**src/hdl/scps_pkg.sv**
```systemverilog
// shared constants and types for the stop clock power sequencer
package scps_pkg;
  // stop-grant special cycle encoding
  localparam logic [31:0] SCPS_GRANT_ADDR = 32'h0000_0010;
  localparam logic [3:0] SCPS_GRANT_BE_N = 4'hB;
  localparam logic SCPS_GRANT_MIO = 1'h0;
  localparam logic SCPS_GRANT_DC = 1'h0;
  localparam logic SCPS_GRANT_WR = 1'h1;
  // clock rate and wake timing
  localparam int SCPS_CLK_MHZ = 10;
  localparam int SCPS_WAKE_MIN_CLKS = 10;
  localparam int SCPS_WAKE_MAX_CLKS = 20;
  localparam int SCPS_IGNORE_CLKS = 1;
  localparam int SCPS_REARM_CLKS = 5;
  localparam int SCPS_CNT_W = 5;
  localparam logic [SCPS_CNT_W-1:0] SCPS_CNT_ZERO = 5'h00;
  localparam logic [SCPS_CNT_W-1:0] SCPS_CNT_ONE = 5'h01;
  localparam logic [SCPS_CNT_W-1:0] SCPS_WAKE_DONE = SCPS_CNT_W'(SCPS_WAKE_MIN_CLKS);
  localparam logic [SCPS_CNT_W-1:0] SCPS_IGNORE_DONE = SCPS_CNT_W'(SCPS_IGNORE_CLKS);
  // clock-control states, one-hot
  typedef enum logic [6:0] {
    SCPS_NORMAL = 7'h01,
    SCPS_FLUSH_WAIT = 7'h02,
    SCPS_DRAIN = 7'h04,
    SCPS_GRANT_CYC = 7'h08,
    SCPS_STOP_GRANT = 7'h10,
    SCPS_STOP_CLOCK = 7'h20,
    SCPS_WAKE = 7'h40
  } scps_state_type;
  // arbitration winners
  typedef enum logic [2:0] {
    SCPS_EV_NONE = 3'h0,
    SCPS_EV_RESET = 3'h1,
    SCPS_EV_FLUSH = 3'h2,
    SCPS_EV_SMI = 3'h3,
    SCPS_EV_NMI = 3'h4,
    SCPS_EV_MASKABLE_IRQ = 3'h5,
    SCPS_EV_STOP = 3'h6
  } scps_event_type;
endpackage

```
**src/hdl/scps_sync2.sv**
```systemverilog
// two-flop synchroniser for one asynchronous input
`timescale 1ns/1ps
module scps_sync2 #(
  parameter logic RESET_VAL = 1'h0
) (
  input wire logic mclk_in,
  input wire logic rst_b_in,
  input wire logic async_in,
  output logic sync_out
);
  logic meta_r; // first stage, read only by the second
  logic meta_nxt;
  logic sync_r; // second stage
  logic sync_nxt;

  // next values, reset to the idle level
  always_comb
  begin
    meta_nxt = rst_b_in ? async_in : RESET_VAL;
    sync_nxt = rst_b_in ? meta_r : RESET_VAL;
  end

  // register both stages
  always_ff @(posedge mclk_in)
  begin
    meta_r <= meta_nxt;
    sync_r <= sync_nxt;
  end

  assign sync_out = sync_r;
endmodule

```
**src/hdl/scps_sequencer.sv**
```systemverilog
// stop clock power-down sequencer with external event arbitration
//
// Overview of operation
// - stop halts at next instruction boundary
// - flush, prefetch stop, drain, grant, gate
// - no stop action while bus granted
// - release resumes at following instruction
// - stop never makes acknowledge or vector reads
// - priority reset, flush, smi, nmi, maskable_irq, stop
// - stop request async low, synchronised first
// - stopped input clock gives stop-clock state
// - two phases, phase one at rising edge
// - grant cycle address 10h, enables 1011
// - resume 10 to 20 clocks after release
// - inputs ignored one clock after release
`timescale 1ns/1ps
module scps_sequencer
  import scps_pkg::*;
#(
  parameter int WAKE_CLKS = SCPS_WAKE_MIN_CLKS
) (
  input wire logic mclk_in,
  input wire logic rst_b_in,
  input wire logic hard_reset_in, // async pin, active high
  input wire logic soft_reset_in, // async pin, active high
  input wire logic flush_req_n_in, // cache flush request, low
  input wire logic sys_mgmt_irq_n_in, // falling-edge request
  input wire logic nmi_in, // rising-edge request
  input wire logic maskable_irq_in, // level request
  input wire logic stop_request_n_in, // async stop request, low
  input wire logic bus_grant_ack_in, // core is in hold-acknowledge
  input wire logic instr_boundary_in, // core at instruction boundary
  input wire logic flush_busy_in, // cache flush in progress
  input wire logic drain_busy_in, // pipelines or write buffers busy
  input wire logic ready_n_in, // non-burst ready, async pin
  input wire logic burst_ready_n_in, // burst ready, async pin
  input wire logic clk_stopped_in, // input clock monitor: clock halted
  output logic internal_phase_one_out,
  output logic internal_phase_two_out,
  output logic core_clk_en_out, // gates the core clock
  output logic prefetch_stop_out,
  output logic drain_req_out,
  output logic halt_exec_out, // hold core at the boundary
  output logic resume_out, // one-cycle pulse: continue next instruction
  output scps_event_type event_take_out, // winning event at a boundary; reset is reported on any clock
  output logic grant_ads_n_out, // stop-grant cycle strobe
  output logic [31:0] grant_addr_out,
  output logic [3:0] byte_lane_enables_n_out,
  output logic grant_mio_out,
  output logic grant_dc_out,
  output logic grant_wr_out,
  output logic inputs_masked_out, // other inputs not recognised
  output logic in_stop_grant_out,
  output logic in_stop_clock_out
);
  localparam logic [SCPS_CNT_W-1:0] WAKE_DONE = SCPS_CNT_W'(WAKE_CLKS);

  ////////////////////////////////////////////////////////////////
  // input synchronisers
  logic hrst_s, srst_s, flush_n_s, smi_n_s, nmi_s, maskable_irq_s, stop_n_s, rdy_n_s, burst_ready_n_n_s;
  scps_sync2 #(.RESET_VAL(1'h0)) u_hrst (.mclk_in(mclk_in), .rst_b_in(rst_b_in), .async_in(hard_reset_in),
    .sync_out(hrst_s));
  scps_sync2 #(.RESET_VAL(1'h0)) u_srst (.mclk_in(mclk_in), .rst_b_in(rst_b_in), .async_in(soft_reset_in),
    .sync_out(srst_s));
  scps_sync2 #(.RESET_VAL(1'h1)) u_flush (.mclk_in(mclk_in), .rst_b_in(rst_b_in), .async_in(flush_req_n_in),
    .sync_out(flush_n_s));
  scps_sync2 #(.RESET_VAL(1'h1)) u_smi (.mclk_in(mclk_in), .rst_b_in(rst_b_in), .async_in(sys_mgmt_irq_n_in),
    .sync_out(smi_n_s));
  scps_sync2 #(.RESET_VAL(1'h0)) u_nmi (.mclk_in(mclk_in), .rst_b_in(rst_b_in), .async_in(nmi_in),
    .sync_out(nmi_s));
  scps_sync2 #(.RESET_VAL(1'h0)) u_maskable_irq (.mclk_in(mclk_in), .rst_b_in(rst_b_in), .async_in(maskable_irq_in),
    .sync_out(maskable_irq_s));
  // stop request synchronised before use
  scps_sync2 #(.RESET_VAL(1'h1)) u_stop (.mclk_in(mclk_in), .rst_b_in(rst_b_in), .async_in(stop_request_n_in),
    .sync_out(stop_n_s));
  scps_sync2 #(.RESET_VAL(1'h1)) u_rdy (.mclk_in(mclk_in), .rst_b_in(rst_b_in), .async_in(ready_n_in),
    .sync_out(rdy_n_s));
  scps_sync2 #(.RESET_VAL(1'h1)) u_burst_ready_n (.mclk_in(mclk_in), .rst_b_in(rst_b_in), .async_in(burst_ready_n_in),
    .sync_out(burst_ready_n_n_s));

  ////////////////////////////////////////////////////////////////
  // state declarations
  scps_state_type state_r, state_nxt; // clock-control state
  logic [SCPS_CNT_W-1:0] cnt_r, cnt_nxt; // wake and ignore counter
  logic smi_n_d_r, smi_n_d_nxt; // previous smi level for edges
  logic nmi_d_r, nmi_d_nxt; // previous nmi level for edges
  logic smi_pend_r, smi_pend_nxt; // latched smi edge
  logic nmi_pend_r, nmi_pend_nxt; // latched nmi edge
  logic phase_r, phase_nxt; // phase toggle
  logic resume_r, resume_nxt;
  scps_event_type ev_r, ev_nxt;
  scps_event_type win; // combinational winner
  logic masked; // inputs not recognised
  logic acked; // grant cycle acknowledged
  logic any_reset;

  assign any_reset = hrst_s | srst_s;
  assign acked = ~rdy_n_s | ~burst_ready_n_n_s;
  // interrupt pins not seen in stop states or the first clock after release
  assign masked = (state_r == SCPS_STOP_GRANT) | (state_r == SCPS_STOP_CLOCK) |
                  ((state_r == SCPS_WAKE) & (cnt_r < SCPS_IGNORE_DONE));

  ////////////////////////////////////////////////////////////////
  // fixed-priority arbitration, reset highest, stop lowest
  always_comb
  begin
    win = SCPS_EV_NONE;
    if (any_reset)
      win = SCPS_EV_RESET;
    else if (masked)
      win = SCPS_EV_NONE;
    else if (!flush_n_s)
      win = SCPS_EV_FLUSH;
    else if (smi_pend_r)
      win = SCPS_EV_SMI;
    else if (nmi_pend_r)
      win = SCPS_EV_NMI;
    else if (maskable_irq_s)
      win = SCPS_EV_MASKABLE_IRQ;
    else if (!stop_n_s && !bus_grant_ack_in)
      win = SCPS_EV_STOP;
  end

  ////////////////////////////////////////////////////////////////
  // next-state logic for the clock-control sequence
  always_comb
  begin
    state_nxt = state_r;
    cnt_nxt = cnt_r;
    resume_nxt = 1'h0;
    ev_nxt = SCPS_EV_NONE;
    smi_n_d_nxt = masked ? smi_n_d_r : smi_n_s;
    nmi_d_nxt = masked ? nmi_d_r : nmi_s;
    // edges latched; set beats consume
    smi_pend_nxt = smi_pend_r;
    nmi_pend_nxt = nmi_pend_r;
    phase_nxt = ~phase_r;
    case (state_r)
      SCPS_NORMAL:
      begin
        if (instr_boundary_in)
        begin
          ev_nxt = win; // stop is reported but never acknowledged on the bus
          if (win == SCPS_EV_SMI)
            smi_pend_nxt = 1'h0;
          if (win == SCPS_EV_NMI)
            nmi_pend_nxt = 1'h0;
          if (win == SCPS_EV_STOP)
            state_nxt = SCPS_FLUSH_WAIT;
        end
      end
      SCPS_FLUSH_WAIT:
      begin
        if (!flush_busy_in)
          state_nxt = SCPS_DRAIN;
      end
      SCPS_DRAIN:
      begin
        if (!drain_busy_in && !bus_grant_ack_in)
          state_nxt = SCPS_GRANT_CYC;
      end
      SCPS_GRANT_CYC:
      begin
        if (acked)
          state_nxt = SCPS_STOP_GRANT;
      end
      SCPS_STOP_GRANT:
      begin
        if (clk_stopped_in)
          state_nxt = SCPS_STOP_CLOCK;
        else if (stop_n_s)
        begin
          state_nxt = SCPS_WAKE;
          cnt_nxt = SCPS_CNT_ZERO;
        end
      end
      SCPS_STOP_CLOCK:
      begin
        if (!clk_stopped_in)
          state_nxt = SCPS_STOP_GRANT;
      end
      SCPS_WAKE:
      begin
        cnt_nxt = cnt_r + SCPS_CNT_ONE;
        if (cnt_r >= WAKE_DONE - SCPS_CNT_ONE)
        begin
          state_nxt = SCPS_NORMAL;
          resume_nxt = 1'h1;
        end
      end
      default:
        state_nxt = SCPS_NORMAL;
    endcase
    if (!masked && smi_n_d_r && !smi_n_s)
      smi_pend_nxt = 1'h1;
    if (!masked && !nmi_d_r && nmi_s)
      nmi_pend_nxt = 1'h1;
    // reset or soft reset leaves any low-power state
    if (any_reset)
    begin
      state_nxt = SCPS_NORMAL;
      ev_nxt = SCPS_EV_RESET;
      smi_pend_nxt = 1'h0;
      nmi_pend_nxt = 1'h0;
    end
    if (!rst_b_in)
    begin
      state_nxt = SCPS_NORMAL;
      cnt_nxt = SCPS_CNT_ZERO;
      resume_nxt = 1'h0;
      ev_nxt = SCPS_EV_NONE;
      smi_n_d_nxt = 1'h1;
      nmi_d_nxt = 1'h0;
      smi_pend_nxt = 1'h0;
      nmi_pend_nxt = 1'h0;
      phase_nxt = 1'h0;
    end
  end

  // register the sequence state
  always_ff @(posedge mclk_in)
  begin
    state_r <= state_nxt;
    cnt_r <= cnt_nxt;
    resume_r <= resume_nxt;
    ev_r <= ev_nxt;
    smi_n_d_r <= smi_n_d_nxt;
    nmi_d_r <= nmi_d_nxt;
    smi_pend_r <= smi_pend_nxt;
    nmi_pend_r <= nmi_pend_nxt;
    phase_r <= phase_nxt;
  end

  ////////////////////////////////////////////////////////////////
  // outputs decoded from state registers
  assign internal_phase_one_out = ~phase_r;
  assign internal_phase_two_out = phase_r;
  assign prefetch_stop_out = (state_r != SCPS_NORMAL);
  assign drain_req_out = (state_r == SCPS_DRAIN);
  assign halt_exec_out = (state_r != SCPS_NORMAL);
  assign core_clk_en_out = ~((state_r == SCPS_STOP_GRANT) | (state_r == SCPS_STOP_CLOCK));
  assign resume_out = resume_r;
  assign event_take_out = ev_r;
  // grant cycle drive; constant encoding
  assign grant_ads_n_out = ~(state_r == SCPS_GRANT_CYC);
  assign grant_addr_out = SCPS_GRANT_ADDR;
  assign byte_lane_enables_n_out = SCPS_GRANT_BE_N;
  assign grant_mio_out = SCPS_GRANT_MIO;
  assign grant_dc_out = SCPS_GRANT_DC;
  assign grant_wr_out = SCPS_GRANT_WR;
  assign inputs_masked_out = masked;
  assign in_stop_grant_out = (state_r == SCPS_STOP_GRANT);
  assign in_stop_clock_out = (state_r == SCPS_STOP_CLOCK);
endmodule

```
**config.mk**
```make
export PLATFORM = sky130hd
export DESIGN_NAME = scps_sequencer
export DESIGN_NICKNAME = d
export VERILOG_FILES = /design/src/hdl/scps_pkg.sv /design/src/hdl/scps_sync2.sv /design/src/hdl/scps_sequencer.sv
export SDC_FILE = /design/constraint.sdc
export NUM_CORES = 1
export LEC_CHECK = 0
export ABC_CLOCK_PERIOD_IN_PS = 2500
export BUFFER_PORTS_ARGS = -buffer_cell sky130_fd_sc_hd__buf_4
export CAP_MARGIN = 20
export CORE_MARGIN = 2
export CORE_UTILIZATION = 45
export CTS_BUF_LIST = sky130_fd_sc_hd__clkbuf_8
export DETAILED_ROUTE_END_ITERATION = 16
export PLACE_DENSITY = 0.82
export SETUP_SLACK_MARGIN = 0.3
export SLEW_MARGIN = 20
export SYNTH_ARGS = -nofsm -noshare
export SYNTH_HDL_FRONTEND = slang
export SYNTH_SLANG_ARGS = --single-unit
```
**constraint.sdc**
```tcl
create_clock -name mclk_in -period 2.5 [get_ports mclk_in]
set_clock_uncertainty 0.05 [all_clocks]
set_input_delay 0.375 -clock mclk_in [delete_from_list [all_inputs] [get_ports mclk_in]]
set_output_delay 0.375 -clock mclk_in [all_outputs]
set_load 0.02 [all_outputs]
```
==> reports/metrics.sh, run 1 <==
STATUS='finished, final reports clean'
SETUP.WORST_PATH.START_CLASS='flip-flop'
REMAINING_DRC_ERRORS=0
ROUTE.ANTENNA.REMAINING_NETS=0
YS_ASYNC_RST_SHARE=0
CHIP_WIDTH_UM=70.9
CRITICAL_PATH.MAX_STAGE_DELAY_NS=0.49
DRV.MAX_CAP_VIOLATION_COUNT=0
POST_ROUTE_CELLS_DRIVE_ABOVE_1_SHARE=0.238
VIA_PER_INST=4.84
WIRE_LENGTH_OF_THE_FIRST_GLOBAL_ROUTING_PASS_MM=5.95
SYNTH_TOP_CELL_AREA_SHARE=0.387
IOS=69
DIE_H_UM=70.9
STD_CELL_ROWS=24
TOP_REGISTER='state_r'
CRITICAL-PATH-SLOWEST-CELL='dfxtp_1'
WORSTPATHREQUIRED_NS=2.08
DIEAREA_UM2=5030
POST-SYNTH-TOP-AREA-CELL='dfxtp_1'
HTREE_LEVELS=2
CTSHOLDBUFFERS=0
CTS_MADE_BUFFERS=5
GRT_ANTENNA_BEFORE_REPAIR=0
MIN_PERIOD_NS=2.15
REPORT.POWER.TOTAL_mW=1.21
CORE_REGION_AREA_UM2=4320
INSERTED_DIODES=0
LAYOUT_COMMONEST_CELL='conb_1'
SYNTHDISTINCTLIBCELLS=49
CLOCK_PATH_BUFFERS=2
FIN_SETUP_TNS_NS=0
AREA_DELTA_SYNTH_FINAL_PCT=12.2
LAYOUT.NETS=273
WORST_HOLD_CHECK_SLACK_NS=0.215
STATIC-LEAKAGE-POWER_nW=0.995
LARGEST_REGISTER_FF_COUNT=7
CRITICAL_PATH_ENDPOINT_CATEGORY='output port'
SYNTH.CELL_AREA_UM2=2020
AREA_CONTRIBUTORS_POST_SYNTH='dfxtp_1 39%, buf_4 15%, nand2b_1 3.7%'
GR-USAGE-ALL-LAYERS=0.153
POWER.IR.VDD_WORST_mV=0.388
ROUTE.VIAS.TOTAL=1491
DETAIL_ROUTE.ITER0.VIOLATIONS=110
FIRST_GLOBAL_VIAS=1217
SYNTH-EDFF-COUNT=0
PLACE_CONGESTION=0.873
TIMING.HOLD.WORST.CLASS='in2reg'
CRITICAL_PATH_PEAK_FANOUT=6
CLOCKROOTBUFFER='clkbuf_8'
AVGROUTEDWIREPERCELL_UM=12.1
CRIT_CHAIN='nor3b_1 -> nand4_1 -> nand2_1 -> buf_4'
GR-TOTAL-OVERFLOW=0
CRITICALPATHCATEGORY='reg2out'
SYNTH.AVG_CELL_AREA_UM2=9.12
SYN_INST=221
POWER_PER_CELL_AREA_nW_PER_UM2=533
GRT_START_MAX_NET_PINS=29
NUMBER_OF_ENDPOINTS_FAILING_SETUP_AT_THE_FINAL_STAGE=0
GRT_SETUP_UNREPAIRED='yes'
FINALHOLDVIOLATIONS=0
CTS.CLK_SLEW.WORST_PATHS_NS=0.08
PORT_BUFFERS=29
LAYOUT.CELLS.MOST_COMMON_LIST='39 x conb_1, 37 x dfxtp_1, 36 x buf_4'
DRT-TOTAL-WL_MM=3.72
FINALCRITPERIODSHARE=0.861
FINAL-MAX-SLEW-VIOLATION-COUNT=0
WORSTPATHARRIVAL_NS=1.73
TRITONCTS='done'
CTS_NUM_SINKS=39
REGISTER_AREA_SHARE_AFTER_SYNTHESIS=0.387
DRT_PASS1_ITERATIONS=4
SYNTH.FF_LATCH_COUNT=39
POSTSYNTH.TOPFLOPCELL='dfxtp_1'
DETAILED_PLACE_HPWL_MM=2.69
CLKLATENCYLATEPIN_NS=0.30
MAX_FREQ_MHz=464
YOSYSWARNINGS=0
INITIAL_UTILIZATION=0.466
cell families (layout without fill, tap and decap cells):
logic type                 count (synthesis)  in the layout  synth area share
adders and majority gates                  2              2            0.0124
DFF                                       39             39             0.387
buffers and inverters                     54             52             0.181
muxes                                      3              3            0.0149
xor gates and xnor gates                   4              4            0.0174
other                                      2             39           0.00373
AOI/OAI and AO/OA                         26             26            0.0900
and+or+nand+nor                           91             91             0.294
cell type report:
| class | count | area [µm²] |
|---|---|---|
| Fill cell | 421 | 2060 |
| Multi-Input combinational cell | 165 | 1020 |
| Sequential cell | 39 | 786 |
| Timing Repair Buffer | 36 | 270 |
| Clock buffer | 5 | 68.8 |
| Tap cell | 52 | 65.1 |
| Inverter | 8 | 30.0 |
| Clock inverter | 3 | 20.0 |
synth_stat cells, types with 2 or more instances:
library cell and number:
a21oi_1 7, and2_1 11, and3_1 5, buf_2 3, buf_4 40, clkbuf_1 2, conb_1 2, dfxtp_1 39
ha_1 2, inv_1 8, mux2i_1 3, nand2_1 8, nand2b_1 12, nand3_1 4, nand4_1 6, nand4b_1 2
nor2_1 10, nor2b_1 7, nor3_1 3, nor3b_1 3, nor4_1 2, nor4b_1 2, o211ai_1 4, o21ai_0 6
or3_1 2, or4_4 2, xor2_1 4
report_power, final:
part | total, mW | switching, mW | leakage [nW] | internal [mW]
combinational | 0.139 | 0.0956 | 0.634 | 0.0439
clock | 0.417 | 0.223 | 0.0402 | 0.194
sequential | 0.649 | 0.0100 | 0.321 | 0.639
per-layer routing:
layer	track usage	routed length, µm	vias to the layer above	part of all wire
met1	0.195	1670	680	0.45
met2	0.231	1710	56	0.46
li1	-	-	748	-
met5	0	0	-	0
met4	0.0881	90	0	0.024
met3	0.0456	244	7	0.066
per-stage QoR:
stage	worst slack, ns	utilization	std cells	cell area [µm²]
after detailed placement	0.459	0.490	295	2120
after global placement	0.509	0.490	295	2120
after floorplan	0.437	-	258	2150
after CTS	0.298	0.521	308	2250
after global routing	0.237	0.523	308	2260
final	0.347	0.523	308	2260
repair_timing:
item	4_1_cts	5_1_grt
gates resized for setup	4	2
cloned	0	0
endpoints found under the setup margin	3	3
buffers inserted	5	0
pin swaps	2	2
worst max-delay path, delay by kind of cell (launching register included):
family | cells | cell delay [ns]
AND/OR/NAND/NOR | 3 | 0.77
flip-flops | 1 | 0.49
buffers and inverters | 1 | 0.17
worst paths after layout:
path / from / endpoint / slack, ns / cells after the start
setup / recovery: state_r[6] / inputs_masked_out / 0.35 / 4
hold / removal: burst_ready_n_in / u_burst_ready_n.meta_r / 0.22 / 2
setup reg to reg: cnt_r[1] / state_r[1] / 0.54 / 8
hold reg to reg: u_rdy.meta_r / u_rdy.sync_out / 0.36 / 1
Note: power is estimated with default switching activity, not from simulation.
==> run 2: changes to the inputs <==
--- a/config.mk
+++ b/config.mk
@@ -12,8 +12,8 @@
 export CORE_UTILIZATION = 45
 export CTS_BUF_LIST = sky130_fd_sc_hd__clkbuf_8
 export DETAILED_ROUTE_END_ITERATION = 16
-export PLACE_DENSITY = 0.82
-export SETUP_SLACK_MARGIN = 0.3
+export PLACE_DENSITY = 0.73
+export SETUP_SLACK_MARGIN = 0.1
 export SLEW_MARGIN = 20
 export SYNTH_ARGS = -nofsm -noshare
 export SYNTH_HDL_FRONTEND = slang
==> run 2 against run 1 <==
Against the previous run: core utilization rose by 0.087 points; clock power rose by 45%; final cell count fell by 1.3%; worst setup slack got worse by 0.094 ns.
==> reports/metrics.sh, run 2 (synthesis results as in run 1) <==
WORST_HOLD_PATH.NUM_CELLS=2  # unchanged
MET3_ROUTED_WIRELENGTH_UM=261  # was 244 µm
CRITICALPATHCATEGORY='reg2out'  # unchanged
STATUS='finished, final reports clean'  # unchanged
POST_ROUTE_CELLS_DRIVE_ABOVE_1_SHARE=0.206  # was 0.238
TOP_REGISTER='state_r'  # unchanged
DPL_CELL_AREA_UM2=2120  # unchanged
FIRST_GLOBAL_VIAS=1251  # was 1217
ROUTE.VIAS.TOTAL=1487  # was 1491
WORSTPATHREQUIRED_NS=2.08  # about the same
DRT-TOTAL-WL_MM=3.61  # was 3.72 mm
AREA_DELTA_SYNTH_FINAL_PCT=12.4  # was 12.2%
CLKLATENCYLATEPIN_NS=0.29  # was 0.30 ns
REPORT.POWER.TOTAL_mW=1.39  # was 1.21 mW
MAX_FREQ_MHz=445  # was 464 MHz
GR-USAGE-ALL-LAYERS=0.149  # was 0.153
DIEAREA_UM2=5030  # unchanged
FINAL_CELL_AREA_UM2=2260  # about the same
TRITONCTS='done'  # unchanged
CTS_NUM_SINKS=39  # unchanged
FINAL-MAX-SLEW-VIOLATION-COUNT=0  # unchanged
INSERTED_DIODES=0  # unchanged
MET1_LENGTH_MM=1.56  # was 1.67 mm
STD_CELL_ROWS=24  # unchanged
POWER.IR.VDD_WORST_mV=0.280  # was 0.388 mV
ROUTED-WL-MET2_MM=1.68  # was 1.71 mm
DRV.MAX_CAP_VIOLATION_COUNT=0  # unchanged
LARGEST_REGISTER_FF_COUNT=7  # unchanged
WORSTPATHARRIVAL_NS=1.82  # was 1.73 ns
CHIP_WIDTH_UM=70.9  # unchanged
GRT_ANTENNA_BEFORE_REPAIR=0  # unchanged
DRT_PASS1_ITERATIONS=4  # unchanged
DIE_H_UM=70.9  # unchanged
GRT_SETUP_UNREPAIRED='no'  # was yes
CLOCKROOTBUFFER='clkbuf_8'  # unchanged
MAX_LAYER_USED='met4'  # unchanged
AVGROUTEDWIREPERCELL_UM=11.9  # was 12.1 µm
CTS.CLK_SLEW.WORST_PATHS_NS=0.07  # was 0.08 ns
NUMBER_OF_ENDPOINTS_FAILING_SETUP_AT_THE_FINAL_STAGE=0  # unchanged
FINALCRITPERIODSHARE=0.899  # was 0.861
FIN_SETUP_TNS_NS=0  # unchanged
REMAINING_DRC_ERRORS=0  # unchanged
DETAIL_ROUTE.ITER0.VIOLATIONS=74  # was 110
SETUP.WORST_PATH.START_CLASS='flip-flop'  # unchanged
CORE_REGION_AREA_UM2=4320  # unchanged
WIRE_LENGTH_OF_THE_FIRST_GLOBAL_ROUTING_PASS_MM=5.80  # was 5.95 mm
ROUTE.ANTENNA.REMAINING_NETS=0  # unchanged
LAYOUT.CELLS.MOST_COMMON_LIST='39 x conb_1, 39 x dfxtp_1, 32 x buf_4'  # was 39 x conb_1, 37 x dfxtp_1, 36 x buf_4
GR-TOTAL-OVERFLOW=0  # unchanged
CRITICAL_PATH_PEAK_FANOUT=10  # was 6
HTREE_LEVELS=2  # unchanged
TIMING.HOLD.WORST.CLASS='in2reg'  # unchanged
CRITICAL_PATH_ENDPOINT_CATEGORY='output port'  # unchanged
FINALHOLDVIOLATIONS=0  # unchanged
PORT_BUFFERS=29  # unchanged
GRT_START_MAX_NET_PINS=29  # unchanged
POWER_PER_CELL_AREA_nW_PER_UM2=615  # was 533 nW/µm²
MIN_PERIOD_NS=2.25  # was 2.15 ns
STATIC-LEAKAGE-POWER_nW=1.00  # was 0.995 nW
CLOCK_PATH_BUFFERS=2  # unchanged
IOS=69  # unchanged
PLACE_CONGESTION=0.826  # was 0.873
REG2REGPATHDEPTH=6  # was 8
CTS_MADE_BUFFERS=5  # unchanged
LAYOUT.NETS=269  # was 273
INITIAL_UTILIZATION=0.466  # unchanged
DETAILED_PLACE_HPWL_MM=2.61  # was 2.69 mm
VIA_PER_INST=4.89  # was 4.84
[run 2: cell types whose count changed in the layout (fill, tap and decap cells not counted), sizes merged]
cell	change
bufinv	+2
buf	-4
inv	+1
clkinv	-1
clkinvlp	-2
[run 2: worst paths after layout]
check	start	slack, ns	end
setup / recovery	state_r[4]	0.25	prefetch_stop_out
setup reg to reg	state_r[4]	0.46	smi_pend_r
hold / removal	sys_mgmt_irq_n_in	0.22	u_smi.meta_r
hold reg to reg	u_burst_ready_n.meta_r	0.36	u_burst_ready_n.sync_out
[run 2: per-stage QoR]
stage	hold slack, ns	utilization	setup slack, ns	cells
detailed placement	0.343	0.490	0.458	295
floorplan	0.336	-	0.437	258
finish	0.216	0.524	0.253	304
global placement	0.344	0.490	0.518	295
CTS	0.205	0.521	0.112	303
global route	0.211	0.524	0.116	304
[run 2: critical path, stage by stage (launching register included)]
cell	delay, ns
dfxtp_1	0.41
or4_4	0.58
nor4_4	0.28
inv_1	0.10
buf_4	0.17
[run 2: area by class of cell]
class                           instances  area (µm²)
Sequential cell                        39         781
Inverter                                8        30.0
Timing Repair Buffer                   32         240
Clock inverter                          3        63.8
Tap cell                               52        65.1
Multi-Input combinational cell        165        1020
Fill cell                             396        2060
Clock buffer                            5        68.8
[run 2: metal layers]
layer,vias up,track usage
met5,-,0
met4,0,0.0922
met3,8,0.0442
met2,69,0.224
met1,670,0.187
li1,740,-
[run 2: report_power, final]
part | leakage (nW) | switching [mW] | internal (mW)
clock network | 0.0695 | 0.209 | 0.395
logic | 0.615 | 0.0951 | 0.0428
registers | 0.319 | 0.0101 | 0.640
[run 2: what timing repair did]
item | CTS | global route
hold buffers | 0 | 0
setup buffers | 0 | 1
setup endpoints to repair | 0 | 3
gates resized for setup | 0 | 1
